===== src/hw/htcd_defines.svh =====
// Offsets, field positions, reset values and timing counts for the host transport decoder
`ifndef HTCD_DEFINES_SVH
`define HTCD_DEFINES_SVH

`define HTCD_PAGE_W          8
`define HTCD_OFS_W           7
`define HTCD_WORD_W          16
`define HTCD_DIRECT_OFS_MAX  7'h77
`define HTCD_CODE_PAGE       8'hff
`define HTCD_CMD_PAGED_BIT   15
`define HTCD_CMD_DIR_BIT     7
`define HTCD_STREAM_UPPER    5'h1f
`define HTCD_UPPER_CONFIG    8'hfd
`define HTCD_UPPER_PAGE      8'hfe
`define HTCD_CMD_NOP         16'hffff
`define HTCD_OPT_ENDIAN      0
`define HTCD_OPT_STALL_POL   1
`define HTCD_OPT_STALL_EN    2
`define HTCD_OPT_STALL_DRV   3
`define HTCD_OPT_IRQ_DRV     4
`define HTCD_PAGE_RST        8'h00
`define HTCD_OPT_RST         8'h00
`define HTCD_PORT_SERIAL     3'h4
`define HTCD_WORD_RATE_MHZ   10
`define HTCD_CLK_MHZ         40

`endif


===== src/hw/htcd_pkg.sv =====
// Types for the host transport command decoder
package htcd_pkg;

    typedef enum logic [2:0] {
        HTCD_IDLE = 3'b001,
        HTCD_XFER = 3'b010,
        HTCD_WAIT = 3'b100
    } htcd_state_t;

    typedef struct packed {
        logic        valid;
        logic [15:0] data;
    } htcd_word_t;

    typedef struct packed {
        logic        req;
        logic        write;
        logic        direct;
        logic [7:0]  page;
        logic [6:0]  offset;
        logic [15:0] wdata;
    } htcd_mem_req_t;

endpackage : htcd_pkg


===== src/hw/htcd_decoder.sv =====
// Host transport command decoder: frame parsing, paging and option bits
//
// Contract
// - Frame is command word then payload words
// - Address is 8-bit page plus 7-bit offset
// - Paged and stream-start accesses use page register
// - Bit15 clear: paged offset, length+1 words
// - Address increments after each word
// - Offsets 0-119 with bit15: direct page access
// - Direction bit: 0 read, 1 write
// - Start paged: offset 0, length+1 words
// - Continue paged: resume at saved pointer
// - Upper byte 0xfe loads page register
// - Upper byte 0xfd loads option bits
// - All-ones word is a no-op
// - Option bit4 selects interrupt drive mode
// - Option bit3 selects stall drive mode
// - Option bit2 enables stall output
// - Option bit1 sets stall active level
// - Option bit0 sets payload byte order
// - Page 255 reserved for code loading
// - Back-to-back words at 10 MHz
// - Straps select parallel or serial port
`timescale 1ns/1ps
`include "htcd_defines.svh"

module htcd_decoder
    import htcd_pkg::*;
#(
    parameter int PAGE_W = `HTCD_PAGE_W,
    parameter int OFS_W  = `HTCD_OFS_W
) (
    input  wire logic          clock,
    input  wire logic          rst,
    input  wire logic [2:0]    port_strap_inputs,
    input  wire htcd_word_t    par_word,
    input  wire htcd_word_t    ser_word,
    input  wire logic          host_read_take,
    input  wire logic          parallel_chip_select_n,
    input  wire logic          stall_request,
    input  wire logic          irq_request,
    input  wire logic          mem_ack,
    input  wire logic [15:0]   mem_rdata,
    output htcd_mem_req_t      mem_req,
    output htcd_word_t         host_rdata,
    output logic               word_ready,
    output logic               serial_selected,
    output logic               code_load,
    output logic               little_endian,
    output logic [7:0]         page_select,
    output logic [7:0]         pin_option_config,
    output logic               host_stall_line_o,
    output logic               host_stall_line_oe_n,
    output logic               irq_o,
    output logic               irq_oe_n
);

    // ------------------------------------------------------------
    // Constants
    // ------------------------------------------------------------
    // Words take at least this many clocks at the highest host rate
    localparam int WORD_CYC = `HTCD_CLK_MHZ / `HTCD_WORD_RATE_MHZ;

    // ------------------------------------------------------------
    // State
    // ------------------------------------------------------------
    htcd_state_t        state_q,   state_d;
    logic [7:0]         page_q,    page_d;
    logic [7:0]         opt_q,     opt_d;
    logic [PAGE_W-1:0]  xpage_q,   xpage_d;
    logic [OFS_W-1:0]   ofs_q,     ofs_d;
    logic [8:0]         left_q,    left_d;
    logic               wr_q,      wr_d;
    logic               direct_q,  direct_d;
    logic               stream_q,  stream_d;
    logic [7:0]         cont_pg_q, cont_pg_d;
    logic [OFS_W-1:0]   cont_of_q, cont_of_d;
    logic               cont_wrap_q, cont_wrap_d;
    htcd_mem_req_t      req_q,     req_d;
    htcd_word_t         rd_q,      rd_d;
    logic               serial_q,  serial_d;
    logic               so_q,      so_d;
    logic               soe_n_q,   soe_n_d;
    logic               io_q,      io_d;
    logic               ioe_n_q,   ioe_n_d;
    logic               rdy_q,     rdy_d;
    logic               code_q,    code_d;
    htcd_word_t         in_w;
    logic [15:0]        cmd;
    logic [15:0]        swapped;
    logic               stall_act;

    // ------------------------------------------------------------
    // Port selection and input word
    // ------------------------------------------------------------
    always_comb begin
        serial_d = (port_strap_inputs == `HTCD_PORT_SERIAL);
        in_w     = serial_q ? ser_word : par_word;
        cmd      = in_w.data;
        swapped  = opt_q[`HTCD_OPT_ENDIAN] ? {in_w.data[7:0], in_w.data[15:8]} : in_w.data;
    end

    // ------------------------------------------------------------
    // Frame decoder
    // ------------------------------------------------------------
    always_comb begin
        state_d     = state_q;
        page_d      = page_q;
        opt_d       = opt_q;
        xpage_d     = xpage_q;
        ofs_d       = ofs_q;
        left_d      = left_q;
        wr_d        = wr_q;
        direct_d    = direct_q;
        stream_d    = stream_q;
        cont_pg_d   = cont_pg_q;
        cont_of_d   = cont_of_q;
        cont_wrap_d = cont_wrap_q;
        req_d       = req_q;
        rd_d        = rd_q;
        rd_d.valid  = 1'b0;
        rdy_d       = 1'b0;
        case (state_q)
            HTCD_IDLE: begin
                rdy_d = 1'b1;
                // Only a word offered while ready was shown is taken
                if (in_w.valid && rdy_q) begin
                    wr_d = cmd[`HTCD_CMD_DIR_BIT];
                    if (!cmd[`HTCD_CMD_PAGED_BIT]) begin
                        xpage_d  = page_q;
                        ofs_d    = cmd[14:8];
                        left_d   = {2'b00, cmd[6:0]};
                        direct_d = 1'b0;
                        stream_d = 1'b0;
                        state_d  = HTCD_XFER;
                    end else if (cmd[14:8] <= `HTCD_DIRECT_OFS_MAX) begin
                        xpage_d  = '0;
                        ofs_d    = cmd[14:8];
                        left_d   = {2'b00, cmd[6:0]};
                        direct_d = 1'b1;
                        stream_d = 1'b0;
                        state_d  = HTCD_XFER;
                    end else if (cmd == `HTCD_CMD_NOP) begin
                        state_d = HTCD_IDLE;
                    end else if (cmd[15:11] == `HTCD_STREAM_UPPER && cmd[10] == 1'b0) begin
                        wr_d     = cmd[8];
                        direct_d = 1'b0;
                        stream_d = 1'b1;
                        left_d   = {1'b0, cmd[7:0]};
                        state_d  = HTCD_XFER;
                        if (!cmd[9]) begin
                            // Start at offset 0 of selected page
                            xpage_d = page_q;
                            ofs_d   = '0;
                        end else begin
                            xpage_d = cont_pg_q;
                            ofs_d   = cont_of_q;
                        end
                    end else if (cmd[15:8] == `HTCD_UPPER_PAGE) begin
                        page_d = cmd[7:0];
                    end else if (cmd[15:8] == `HTCD_UPPER_CONFIG) begin
                        opt_d = cmd[7:0];
                    end
                end
                // Drop ready at once so no word slips in before the transfer
                if (state_d != HTCD_IDLE) begin
                    rdy_d = 1'b0;
                end
            end
            HTCD_XFER: begin
                // Write waits for its payload word, read issues at once
                rdy_d = wr_q;
                if (!wr_q || (in_w.valid && rdy_q)) begin
                    req_d.req    = 1'b1;
                    req_d.write  = wr_q;
                    req_d.direct = direct_q;
                    req_d.page   = xpage_q;
                    req_d.offset = ofs_q;
                    req_d.wdata  = swapped;
                    rdy_d        = 1'b0;
                    state_d      = HTCD_WAIT;
                end
            end
            HTCD_WAIT: begin
                if (mem_ack) begin
                    req_d.req = 1'b0;
                    if (!req_q.write) begin
                        rd_d.valid = 1'b1;
                        rd_d.data  = opt_q[`HTCD_OPT_ENDIAN]
                                   ? {mem_rdata[7:0], mem_rdata[15:8]} : mem_rdata;
                    end
                    ofs_d = ofs_q + 7'h01;
                    if (stream_q && ofs_q == '1) begin
                        // Long streams roll into the next page
                        xpage_d = xpage_q + 8'h01;
                    end
                    if (stream_q) begin
                        cont_pg_d   = (ofs_q == '1) ? xpage_q + 8'h01 : xpage_q;
                        cont_of_d   = ofs_q + 7'h01;
                        cont_wrap_d = (ofs_q == '1);
                    end
                    if (left_q == '0) begin
                        state_d = HTCD_IDLE;
                    end else begin
                        left_d  = left_q - 9'h001;
                        state_d = HTCD_XFER;
                    end
                end
            end
            default: state_d = HTCD_IDLE;
        endcase
        // Read valid holds until the host takes the word, but the next read still issues: no overrun buffer
        if (rd_q.valid && !host_read_take) begin
            rd_d.valid = 1'b1;
        end
        // Flag accesses into the code page
        code_d = req_d.req && !req_d.direct && (req_d.page == `HTCD_CODE_PAGE);
    end

    // ------------------------------------------------------------
    // Pin drive
    // ------------------------------------------------------------
    always_comb begin
        stall_act = stall_request && opt_q[`HTCD_OPT_STALL_EN];
        so_d    = stall_act ? opt_q[`HTCD_OPT_STALL_POL] : ~opt_q[`HTCD_OPT_STALL_POL];
        soe_n_d = 1'b0;
        if (!opt_q[`HTCD_OPT_STALL_EN]) begin
            soe_n_d = 1'b1;
        end else if (opt_q[`HTCD_OPT_STALL_DRV]) begin
            soe_n_d = parallel_chip_select_n || !stall_act;
        end else if (parallel_chip_select_n) begin
            so_d = ~opt_q[`HTCD_OPT_STALL_POL];
        end
        if (opt_q[`HTCD_OPT_IRQ_DRV]) begin
            io_d    = irq_request;
            ioe_n_d = 1'b0;
        end else begin
            io_d    = 1'b0;
            ioe_n_d = !irq_request;
        end
    end

    // ------------------------------------------------------------
    // Registers
    // ------------------------------------------------------------
    always_ff @(posedge clock or posedge rst) begin
        if (rst) begin
            // Clear page, options and partial frame
            state_q     <= HTCD_IDLE;
            page_q      <= `HTCD_PAGE_RST;
            opt_q       <= `HTCD_OPT_RST;
            xpage_q     <= '0;
            ofs_q       <= '0;
            left_q      <= '0;
            wr_q        <= 1'b0;
            direct_q    <= 1'b0;
            stream_q    <= 1'b0;
            cont_pg_q   <= '0;
            cont_of_q   <= '0;
            cont_wrap_q <= 1'b0;
            req_q       <= '0;
            rd_q        <= '0;
            serial_q    <= 1'b0;
            so_q        <= 1'b1;
            soe_n_q     <= 1'b1;
            io_q        <= 1'b0;
            ioe_n_q     <= 1'b1;
            rdy_q       <= 1'b0;
            code_q      <= 1'b0;
        end else begin
            state_q     <= state_d;
            page_q      <= page_d;
            opt_q       <= opt_d;
            xpage_q     <= xpage_d;
            ofs_q       <= ofs_d;
            left_q      <= left_d;
            wr_q        <= wr_d;
            direct_q    <= direct_d;
            stream_q    <= stream_d;
            cont_pg_q   <= cont_pg_d;
            cont_of_q   <= cont_of_d;
            cont_wrap_q <= cont_wrap_d;
            req_q       <= req_d;
            rd_q        <= rd_d;
            serial_q    <= serial_d;
            so_q        <= so_d;
            soe_n_q     <= soe_n_d;
            io_q        <= io_d;
            ioe_n_q     <= ioe_n_d;
            rdy_q       <= rdy_d;
            code_q      <= code_d;
        end
    end

    // ------------------------------------------------------------
    // Outputs
    // ------------------------------------------------------------
    // One write word per four clocks with a next-cycle ack meets the four-clock budget; reads take three
    assign mem_req              = req_q;
    assign host_rdata           = rd_q;
    assign word_ready           = rdy_q;
    assign serial_selected      = serial_q;
    assign code_load            = code_q;
    assign little_endian        = opt_q[`HTCD_OPT_ENDIAN];
    assign page_select          = page_q;
    assign pin_option_config    = opt_q;
    assign host_stall_line_o    = so_q;
    assign host_stall_line_oe_n = soe_n_q;
    assign irq_o                = io_q;
    assign irq_oe_n             = ioe_n_q;

endmodule : htcd_decoder


===== config.mk =====
export PLATFORM = sky130hd
export DESIGN_NAME = htcd_decoder
export DESIGN_NICKNAME = d
export VERILOG_FILES = /design/src/hw/htcd_pkg.sv /design/src/hw/htcd_decoder.sv
export VERILOG_INCLUDE_DIRS = /design/src /design/src/hw
export SDC_FILE = /design/constraint.sdc
export NUM_CORES = 1
export LEC_CHECK = 0
export ABC_CLOCK_PERIOD_IN_PS = 4190
export BUFFER_PORTS_ARGS = -buffer_cell sky130_fd_sc_hd__buf_4
export CORE_ASPECT_RATIO = 0.8
export CORE_MARGIN = 2
export CORE_UTILIZATION = 45
export CTS_CLUSTER_DIAMETER = 100
export DETAILED_ROUTE_END_ITERATION = 7
export PLACE_DENSITY = 0.71
export SYNTH_ARGS = -nofsm -noshare
export SYNTH_HDL_FRONTEND = slang
export SYNTH_SLANG_ARGS = --single-unit

===== constraint.sdc =====
create_clock -name clock -period 4.19 [get_ports clock]
set_input_delay 0.838 -clock clock [delete_from_list [all_inputs] [get_ports clock]]
set_output_delay 0.838 -clock clock [all_outputs]
set_load 0.05 [all_outputs]

# Word-level counts from Yosys, hierarchy flattened
# Cells that the tools add are included.
word_totals:
  output_inout_bits: 75
  word_cells: 154
  ff_bits: 119
op_classes:
  n_reduce_logical: 27
  mux: 70
  n_bitwise: 7
  n_eq_ne: 20
  magnitude_cmp: 1
  n_addsub: 3
ops:
  columns: ["op", "count"]
  rows:
  - ["$mux 8", 9]
  - ["$mux 17", 4]
  - ["$mux 9", 7]
  - ["$mux 7", 7]
  - ["$mux 34", 1]
  - ["$mux 16", 2]
  - ["$mux 32", 1]
  - ["$eq 8x8->1 const B", 3]
  - ["$mux 1", 24]
  - ["$mux 3", 8]
  - ["$pmux 9 s2", 1]
  - ["$eq 16x16->1 const B", 1]
  - ["$pmux 8 s2", 1]
  - ["$pmux 7 s2", 1]
  - ["$reduce_and 6->1", 2]
  - ["$ne 2x2->1 const B", 5]
  - ["$logic_not 9->1", 1]
  - ["$pmux 3 s3", 1]
  - ["$sub 9x1->9 const B", 1]
  - ["$add 8x1->8 const B", 1]
  - ["$ne 4x4->1 const B", 2]
  - ["$reduce_and 8->1", 1]
  - ["$add 7x1->7 const B", 1]
  - ["$eq 7x7->1 const B", 1]
  - ["19 further kinds", 42]

# Depth between registers and ports, before layout
# Gate-level depths: netlist of the first run.
depth:
  ltp_word: 12
  mapped_depth: 8
  ltp_nobuf: 7

# Least setup slack after synthesis of the first run
# OpenSTA, ideal clock, no wires.
synth_timing:
  kind: "reg2reg"
  start: "register serial_q, in the netlist serial_selected"
  end: "register req_q (netlist bit mem_req[16])"
  arrival_time_ns: 2.203
  required_time_ns: 4.065
  slack_ns: 1.862
  period_less_slack_ns: 2.328
  setup_ns: 0.125
  stages_incl_launch_ff: 8
  cell_sequence: "dfrtp_1 -> buf_4 -> mux2i_1 -> o21ai_0 -> nand2b_1 -> buf_2 -> buf_2 -> mux2_2"
synth_via:
  elab_chain_cells: 4
synth_lines:
  columns: ["element", "line", "rtl"]
  rows:
  - ["start, declared", "htcd_decoder.sv:81", "logic serial_q, serial_d;"]
  - ["start signal, assigned", "htcd_decoder.sv:285", "serial_q <= serial_d;"]
  - ["$mux 17", "htcd_decoder.sv:98", "in_w = serial_q ? ser_word : par_word;"]
  - ["$logic_and 1x1->1", "htcd_decoder.sv:173", "if (!wr_q || (in_w.valid && rdy_q)) begin"]
  - ["$logic_or 1x1->1", "htcd_decoder.sv:173", null]
  - ["$reduce_and 2->1 (no source line)", null, null]
  - ["end signal, assigned", "htcd_decoder.sv:283", "req_q <= req_d;"]
  - ["end, declared", "htcd_decoder.sv:79", "htcd_mem_req_t req_q, req_d;"]
# Every way passes these cells.
# A chain may end at the register's enable or synchronous reset.

==> results.json, run 1 <==
{
  "yosys-top-cells-area": "dfrtp_1 (47%), mux2_2 (7.9%), o21ai_0 (4.9%)",
  "dieArea_um2": 14650,
  "min_to": "irq_oe_n",
  "ys.flop_type": "dfrtp_1",
  "area_growth_pct": 28.50,
  "tightest_slew_ns": 1.279,
  "slew-limit-headroom": 0.1461,
  "drive_above_1_share": 0.3333,
  "cts-root-buf": "clkbuf_16",
  "post_cts_resized": 0,
  "swShare": 0.4415,
  "rr_startpoint": "serial_selected",
  "worst_clock_skew_ns": 0.009816,
  "synth_top_area_frac": 0.4669,
  "grtUsageTotal": 0.2499,
  "cts_hold_buf": 0,
  "antenna_found_initial": 0,
  "tritoncts": "built",
  "syn_area_per_cell_um2": 10.10,
  "cts_buffers": 17,
  "yosys.area.top_type": "dfrtp_1",
  "place.gp.congestion": 0.8675,
  "drcViolationCount": 0,
  "htree_levels": 4,
  "synth_edf_count": 0,
  "synth.yosys.warnings": 0,
  "status": "complete, no violations",
  "clk_pin_slew_worst_paths_ns": 0.06,
  "fp.dieH_um": 108.7,
  "synth_area_um2": 6163,
  "synth-seq-cells": 119,
  "vias_per_cell": 5.617,
  "setup_viol": 0,
  "cap_viol_max_count": 0,
  "power_leakage_nw": 3.525,
  "wl_um": 17590,
  "grt_max_degree": 77,
  "clock_sink_count": 119,
  "hp-start": "pin_option_config[4]",
  "die_width_um": 134.8,
  "p_clk_frac": 0.254,
  "pre_cts_ws_ns": 1.183,
  "worstPathArrival_ns": 3.41,
  "critical_path_class": "flop to flop",
  "ys_top_cells_by_count": "dfrtp_1 (115), nand2_1 (78), o21ai_0 (60), nor2_1 (46), a21oi_1 (45)",
  "syn-num-nets": 673,
  "drt_iter0_drc": 345,
  "finalHoldViolations": 0,
  "max_freq_mhz": 322.7,
  "globalRouteOverflowTotal": 0,
  "post_cts_buffers": 0,
  "postSynthCellCount": 610,
  "crit_path_end_kind": "flop",
  "internal-power_mw": 3.208,
  "p_seq_frac": 0.320,
  "rsz0062_at_grt": "no",
  "rr_worst_depth": 5,
  "drt-pass1-iter-count": 5,
  "power_switching_mw": 2.536,
  "worstSkewPairLatency_ns": 0.42,
  "grt_pass1_wl_um": 28030,
  "cts_buffer_depth": 2,
  "hpwl_um": 12230,
  "fin_ws_ns": 1.091,
  "grt_pass1_vias": 5286,
  "postRouteAntennaNets": 0,
  "n_antenna_cell": 0,
  "powerDensity_nw_per_um2": 725.2,
  "reg2reg_to": "code_load",
  "ys_seq_area_frac": 0.4840,
  "r2r_slack_ns": 1.09,
  "hold_class": "flop to flop",
  "wire_per_inst_um": 18.91,
  "port_buffers": 134,
  "async_flop_share": 1.000,
  "synth.most_common_cell": "dfrtp_1",
  "slew_violations": 0,
  "p_comb_frac": 0.426,
  "setup-tns-final_ns": 0,
  "num_io_pins": 135,
  "peakVddDrop_uv": 475.7,
  "fin_crit_sh": 0.7397,
  "final_nets": 800,
  "rows": 38,
  "initial_core_util": 0.4581,
  "core_area_um2": 13460,
  "hold_path_depth": 1,
  "yosysUniqueCellTypes": 71,
  "cp_max_fo": 40,
  "num_vias": 5224,
  "critical_path_required_ns": 4.50,
  "start_kind": "flop",
  "post-route-min-period_ns": 3.099
}
cell type report:
type / instances / area (um2)
fill: 1158 / 5535
sequential: 119 / 2984
multi-input combinational: 441 / 2970
timing repair buffer: 144 / 1094
clock buffer: 18 / 439.2
tap: 180 / 225.2
clock inverter: 14 / 152.6
inverter: 14 / 55.05
registers in the layout, indices dropped and copies added, names as in the netlist:
name                  flops
irq_oe_n                  1
host_rdata               17
xpage_q                   8
direct_q                  1
irq_o                     1
ofs_q                     7
stream_q                  1
word_ready                1
code_load                 1
pin_option_config         8
cont_of_q                 7
wr_q                      1
page_select               8
cont_pg_q                 8
host_stall_line_o         1
serial_selected           1
left_q                    9
host_stall_line_oe_n      1
mem_req                  34
state_q                   3
logic make-up after synthesis:
kind of cell	count (synthesis)	share of synthesized area
adders and majority gates	3	0.006091
DFF	119	0.4840
xor gates and xnor gates	13	0.01847
and+or+nand+nor	182	0.1470
buffers and inverters	50	0.03492
AOI/OAI and AO/OA	172	0.1815
muxes	71	0.1281
metrics by stage:
stage	utilization	hold slack, ns	instances	area, um2	total power [mW]
2_1_floorplan	-	0.4418	610	6163	3.502
4_1_cts	0.5886	0.4442	930	7920	5.747
6_report	0.5886	0.4412	930	7920	5.744
5_1_grt	0.5886	0.4685	930	7920	6.022
3_5_place_dp	0.5446	0.4325	898	7328	4.281
3_3_place_gp	0.5446	0.4276	898	7328	4.217
worst max-delay path by stage:
stage / from / endpoint / slack, ns / cells after the start
after global routing: serial_selected / code_load / 0.93 / 5
final: serial_selected / code_load / 1.09 / 5
after global placement: serial_selected / code_load / 1.24 / 5
after CTS: serial_selected / code_load / 1.12 / 5
after detailed placement: serial_selected / code_load / 1.18 / 5
after floorplan: rst / code_load / 0.20 / 1
cell usage in the layout, fill, tap and decap left out, drive strengths merged, types with 3 or more instances in the layout:
cell,count
nand4,8
o31ai,3
dfstp,4
o32ai,3
nor2,46
a21boi,3
ha,3
nand2,79
o21ai,63
xnor2,9
clkinv,7
and3,5
nor3b,5
inv,15
clkinvlp,4
a31oi,17
a21oi,46
mux2i,28
a211o,3
o211ai,6
dfrtp,115
o2bb2ai,3
nor3,4
nand3,16
mux2,43
a32o,4
xor2,4
clkbuf,18
nand2b,4
and2,3
buf,144
critical path, stage by stage, from the launching register on:
cell      delay [ns]
dfrtp_1         0.92
mux2i_1         0.57
o21ai_0         0.26
nand2b_2        0.67
mux2_2          0.42
o211a_1         0.12
power by group through the flow:
stage	clock (mW)	combinational, mW	sequential (mW)
3_5_place_dp	0	2.44	1.84
2_1_floorplan	0	0.945	2.56
3_3_place_gp	0	2.40	1.82
4_1_cts	1.47	2.45	1.83
6_report	1.46	2.45	1.84
5_1_grt	1.53	2.61	1.88
routing by layer:
layer	GRT usage	vias up	part of all wire
li1	-	2458	-
met2	0.3970	190	0.47
met5	0	-	0
met4	0.08797	0	0.016
met1	0.3275	2553	0.45
met3	0.07531	23	0.071
Note: power is estimated with default switching activity, not from simulation.
==> inputs of run 2 (changes only) <==
--- a/config.mk
+++ b/config.mk
@@ -6,14 +6,14 @@
 export SDC_FILE = /design/constraint.sdc
 export NUM_CORES = 1
 export LEC_CHECK = 0
-export ABC_CLOCK_PERIOD_IN_PS = 4190
+export ABC_CLOCK_PERIOD_IN_PS = 2900
 export BUFFER_PORTS_ARGS = -buffer_cell sky130_fd_sc_hd__buf_4
 export CORE_ASPECT_RATIO = 0.8
 export CORE_MARGIN = 2
 export CORE_UTILIZATION = 45
 export CTS_CLUSTER_DIAMETER = 100
 export DETAILED_ROUTE_END_ITERATION = 7
-export PLACE_DENSITY = 0.71
+export PLACE_DENSITY = 0.68
 export SYNTH_ARGS = -nofsm -noshare
 export SYNTH_HDL_FRONTEND = slang
 export SYNTH_SLANG_ARGS = --single-unit
==> constraint.sdc (replaced) <==
create_clock -name clock -period 2.9 [get_ports clock]
set_input_delay 0.58 -clock clock [delete_from_list [all_inputs] [get_ports clock]]
set_output_delay 0.58 -clock clock [all_outputs]
set_load 0.05 [all_outputs]
==> run 2 against run 1 <==
  * Critical path depth did not move
  * Clock power rose by 43%
  * Sequential power rose by 43%
  * Combinational power rose by 44%
  * Critical path type unchanged
  * Largest power group unchanged
==> results.json, run 2 (same netlist as run 1, synthesis figures left out) <==
{
  "wl_um": 17010,
  "rows": 38,
  "worstPathArrival_ns": 2.88,
  "slew_violations": 0,
  "num_vias": 5278,
  "area_growth_pct": 30.06,
  "fin_ws_ns": 0.3150,
  "post_cts_buffers": 0,
  "cp_max_fo": 9,
  "peakVddDrop_uv": 604.7,
  "rsz0062_at_grt": "no",
  "cp-startpoint": "serial_selected",
  "initial_core_util": 0.4581,
  "drt-pass1-iter-count": 5,
  "start_kind": "flop",
  "globalRouteOverflowTotal": 0,
  "dieArea_um2": 14650,
  "finalInstanceArea_um2": 8016,
  "fp.dieH_um": 108.7,
  "cp.depth": 5,
  "core_area_um2": 13460,
  "cp_slowest_stage_delay_ns": 0.80,
  "cts-root-buf": "clkbuf_16",
  "largest_reg_flops": 34,
  "final_nets": 811,
  "fin_crit_sh": 0.8914,
  "worst_clock_skew_ns": 0.007016,
  "layout_common_cells": "buf_4 (153), dfrtp_1 (114), nand2_1 (78), o21ai_0 (60)",
  "cts_buffers": 17,
  "hold_class": "input port to asynchronous set/reset pin",
  "critPathSlowestCell": "mux2i_1",
  "finalNonFillerCells": 941,
  "clk_pin_slew_worst_paths_ns": 0.06,
  "r2r_slack_ns": 0.32,
  "max_freq_mhz": 386.8,
  "status": "complete, no violations",
  "post_cts_resized": 0,
  "setup-tns-final_ns": 0,
  "n_antenna_cell": 0,
  "final_common_cell": "buf_4",
  "grtUsageTotal": 0.2415,
  "drcViolationCount": 0,
  "worstSkewPairLatency_ns": 0.41,
  "power_leakage_nw": 3.579,
  "num_io_pins": 135,
  "final_util": 0.5958,
  "die_width_um": 134.8,
  "whs_ns": 0.2564,
  "clock_sink_count": 119,
  "cap_viol_max_count": 0,
  "crit_buf_inv": 2,
  "grt_pass1_vias": 5218,
  "cts_buffer_depth": 2,
  "crit_path_frequent_cell": "buf_4",
  "tightest_slew_ns": 0.9593,
  "drive_above_1_share": 0.3430,
  "critical_path_required_ns": 3.20,
  "grt_pass1_wl_um": 27340,
  "slew-limit-headroom": 0.3422,
  "htree_levels": 4,
  "rr_startpoint": "serial_selected",
  "cts_hold_buf": 0,
  "endpoint": "pin_option_config[1]",
  "rr_worst_depth": 5,
  "port_buffers": 134,
  "post-route-min-period_ns": 2.585,
  "wire_per_inst_um": 18.08,
  "pre_cts_ws_ns": 0.3399,
  "antenna_found_initial": 0,
  "finalHoldViolations": 0,
  "place.gp.congestion": 0.8611,
  "post_dp_cell_area_um2": 7425,
  "setup_viol": 0,
  "postRouteAntennaNets": 0,
  "critical_path_class": "flop to flop",
  "dp_cells": 909,
  "powerDensity_nw_per_um2": 1031,
  "path_delay_family": "multiplexers",
  "reg2reg_to": "pin_option_config[1]",
  "vias_per_cell": 5.609,
  "crit_chain": "buf_4, buf_4, mux2i_1, nand4_4, mux2_2",
  "grt_max_degree": 39,
  "crit_path_end_kind": "flop",
  "p_total_mw": 8.264,
  "drt_iter0_drc": 371,
  "tritoncts": "built",
  "hpwl_um": 12130
}
run 2: cell count changes in the layout (fill, tap and decap cells not counted):
cell / delta
inv_4: -1
clkinvlp_4: +1
buf_4: +10
buf_12: +1
run 2: layout make-up:
class	instances	area, um2
repair buffers	155	1189
flip-flops and latches	119	2984
fillers	1171	5439
well taps	180	225.2
clock buffers	18	439.2
clock inverters	14	152.6
multi-input cells	441	2970
inverters	14	56.30
run 2: worst min path at each step:
stage / from / to / slack (ns)
after detailed placement: pin_option_config[4] / irq_oe_n / 0.44
after CTS: rst / cont_of_q[1] / 0.26
final: rst / ofs_q[5] / 0.26
after global placement: pin_option_config[4] / irq_oe_n / 0.44
after global routing: irq_request / irq_oe_n / 0.26
after floorplan: cont_of_q[0] / cont_of_q[0] / 0.44
run 2: report_power, final:
part	internal, mW	switching [mW]	total, mW
clock	1.29	0.800	2.09
sequential	2.17	0.470	2.64
combinational	1.20	2.33	3.53
run 2: routing by layer:
layer	global-route usage	share of wire
met1	0.3211	0.44
met2	0.3894	0.47
met3	0.05811	0.064
met4	0.08496	0.020
met5	0	0
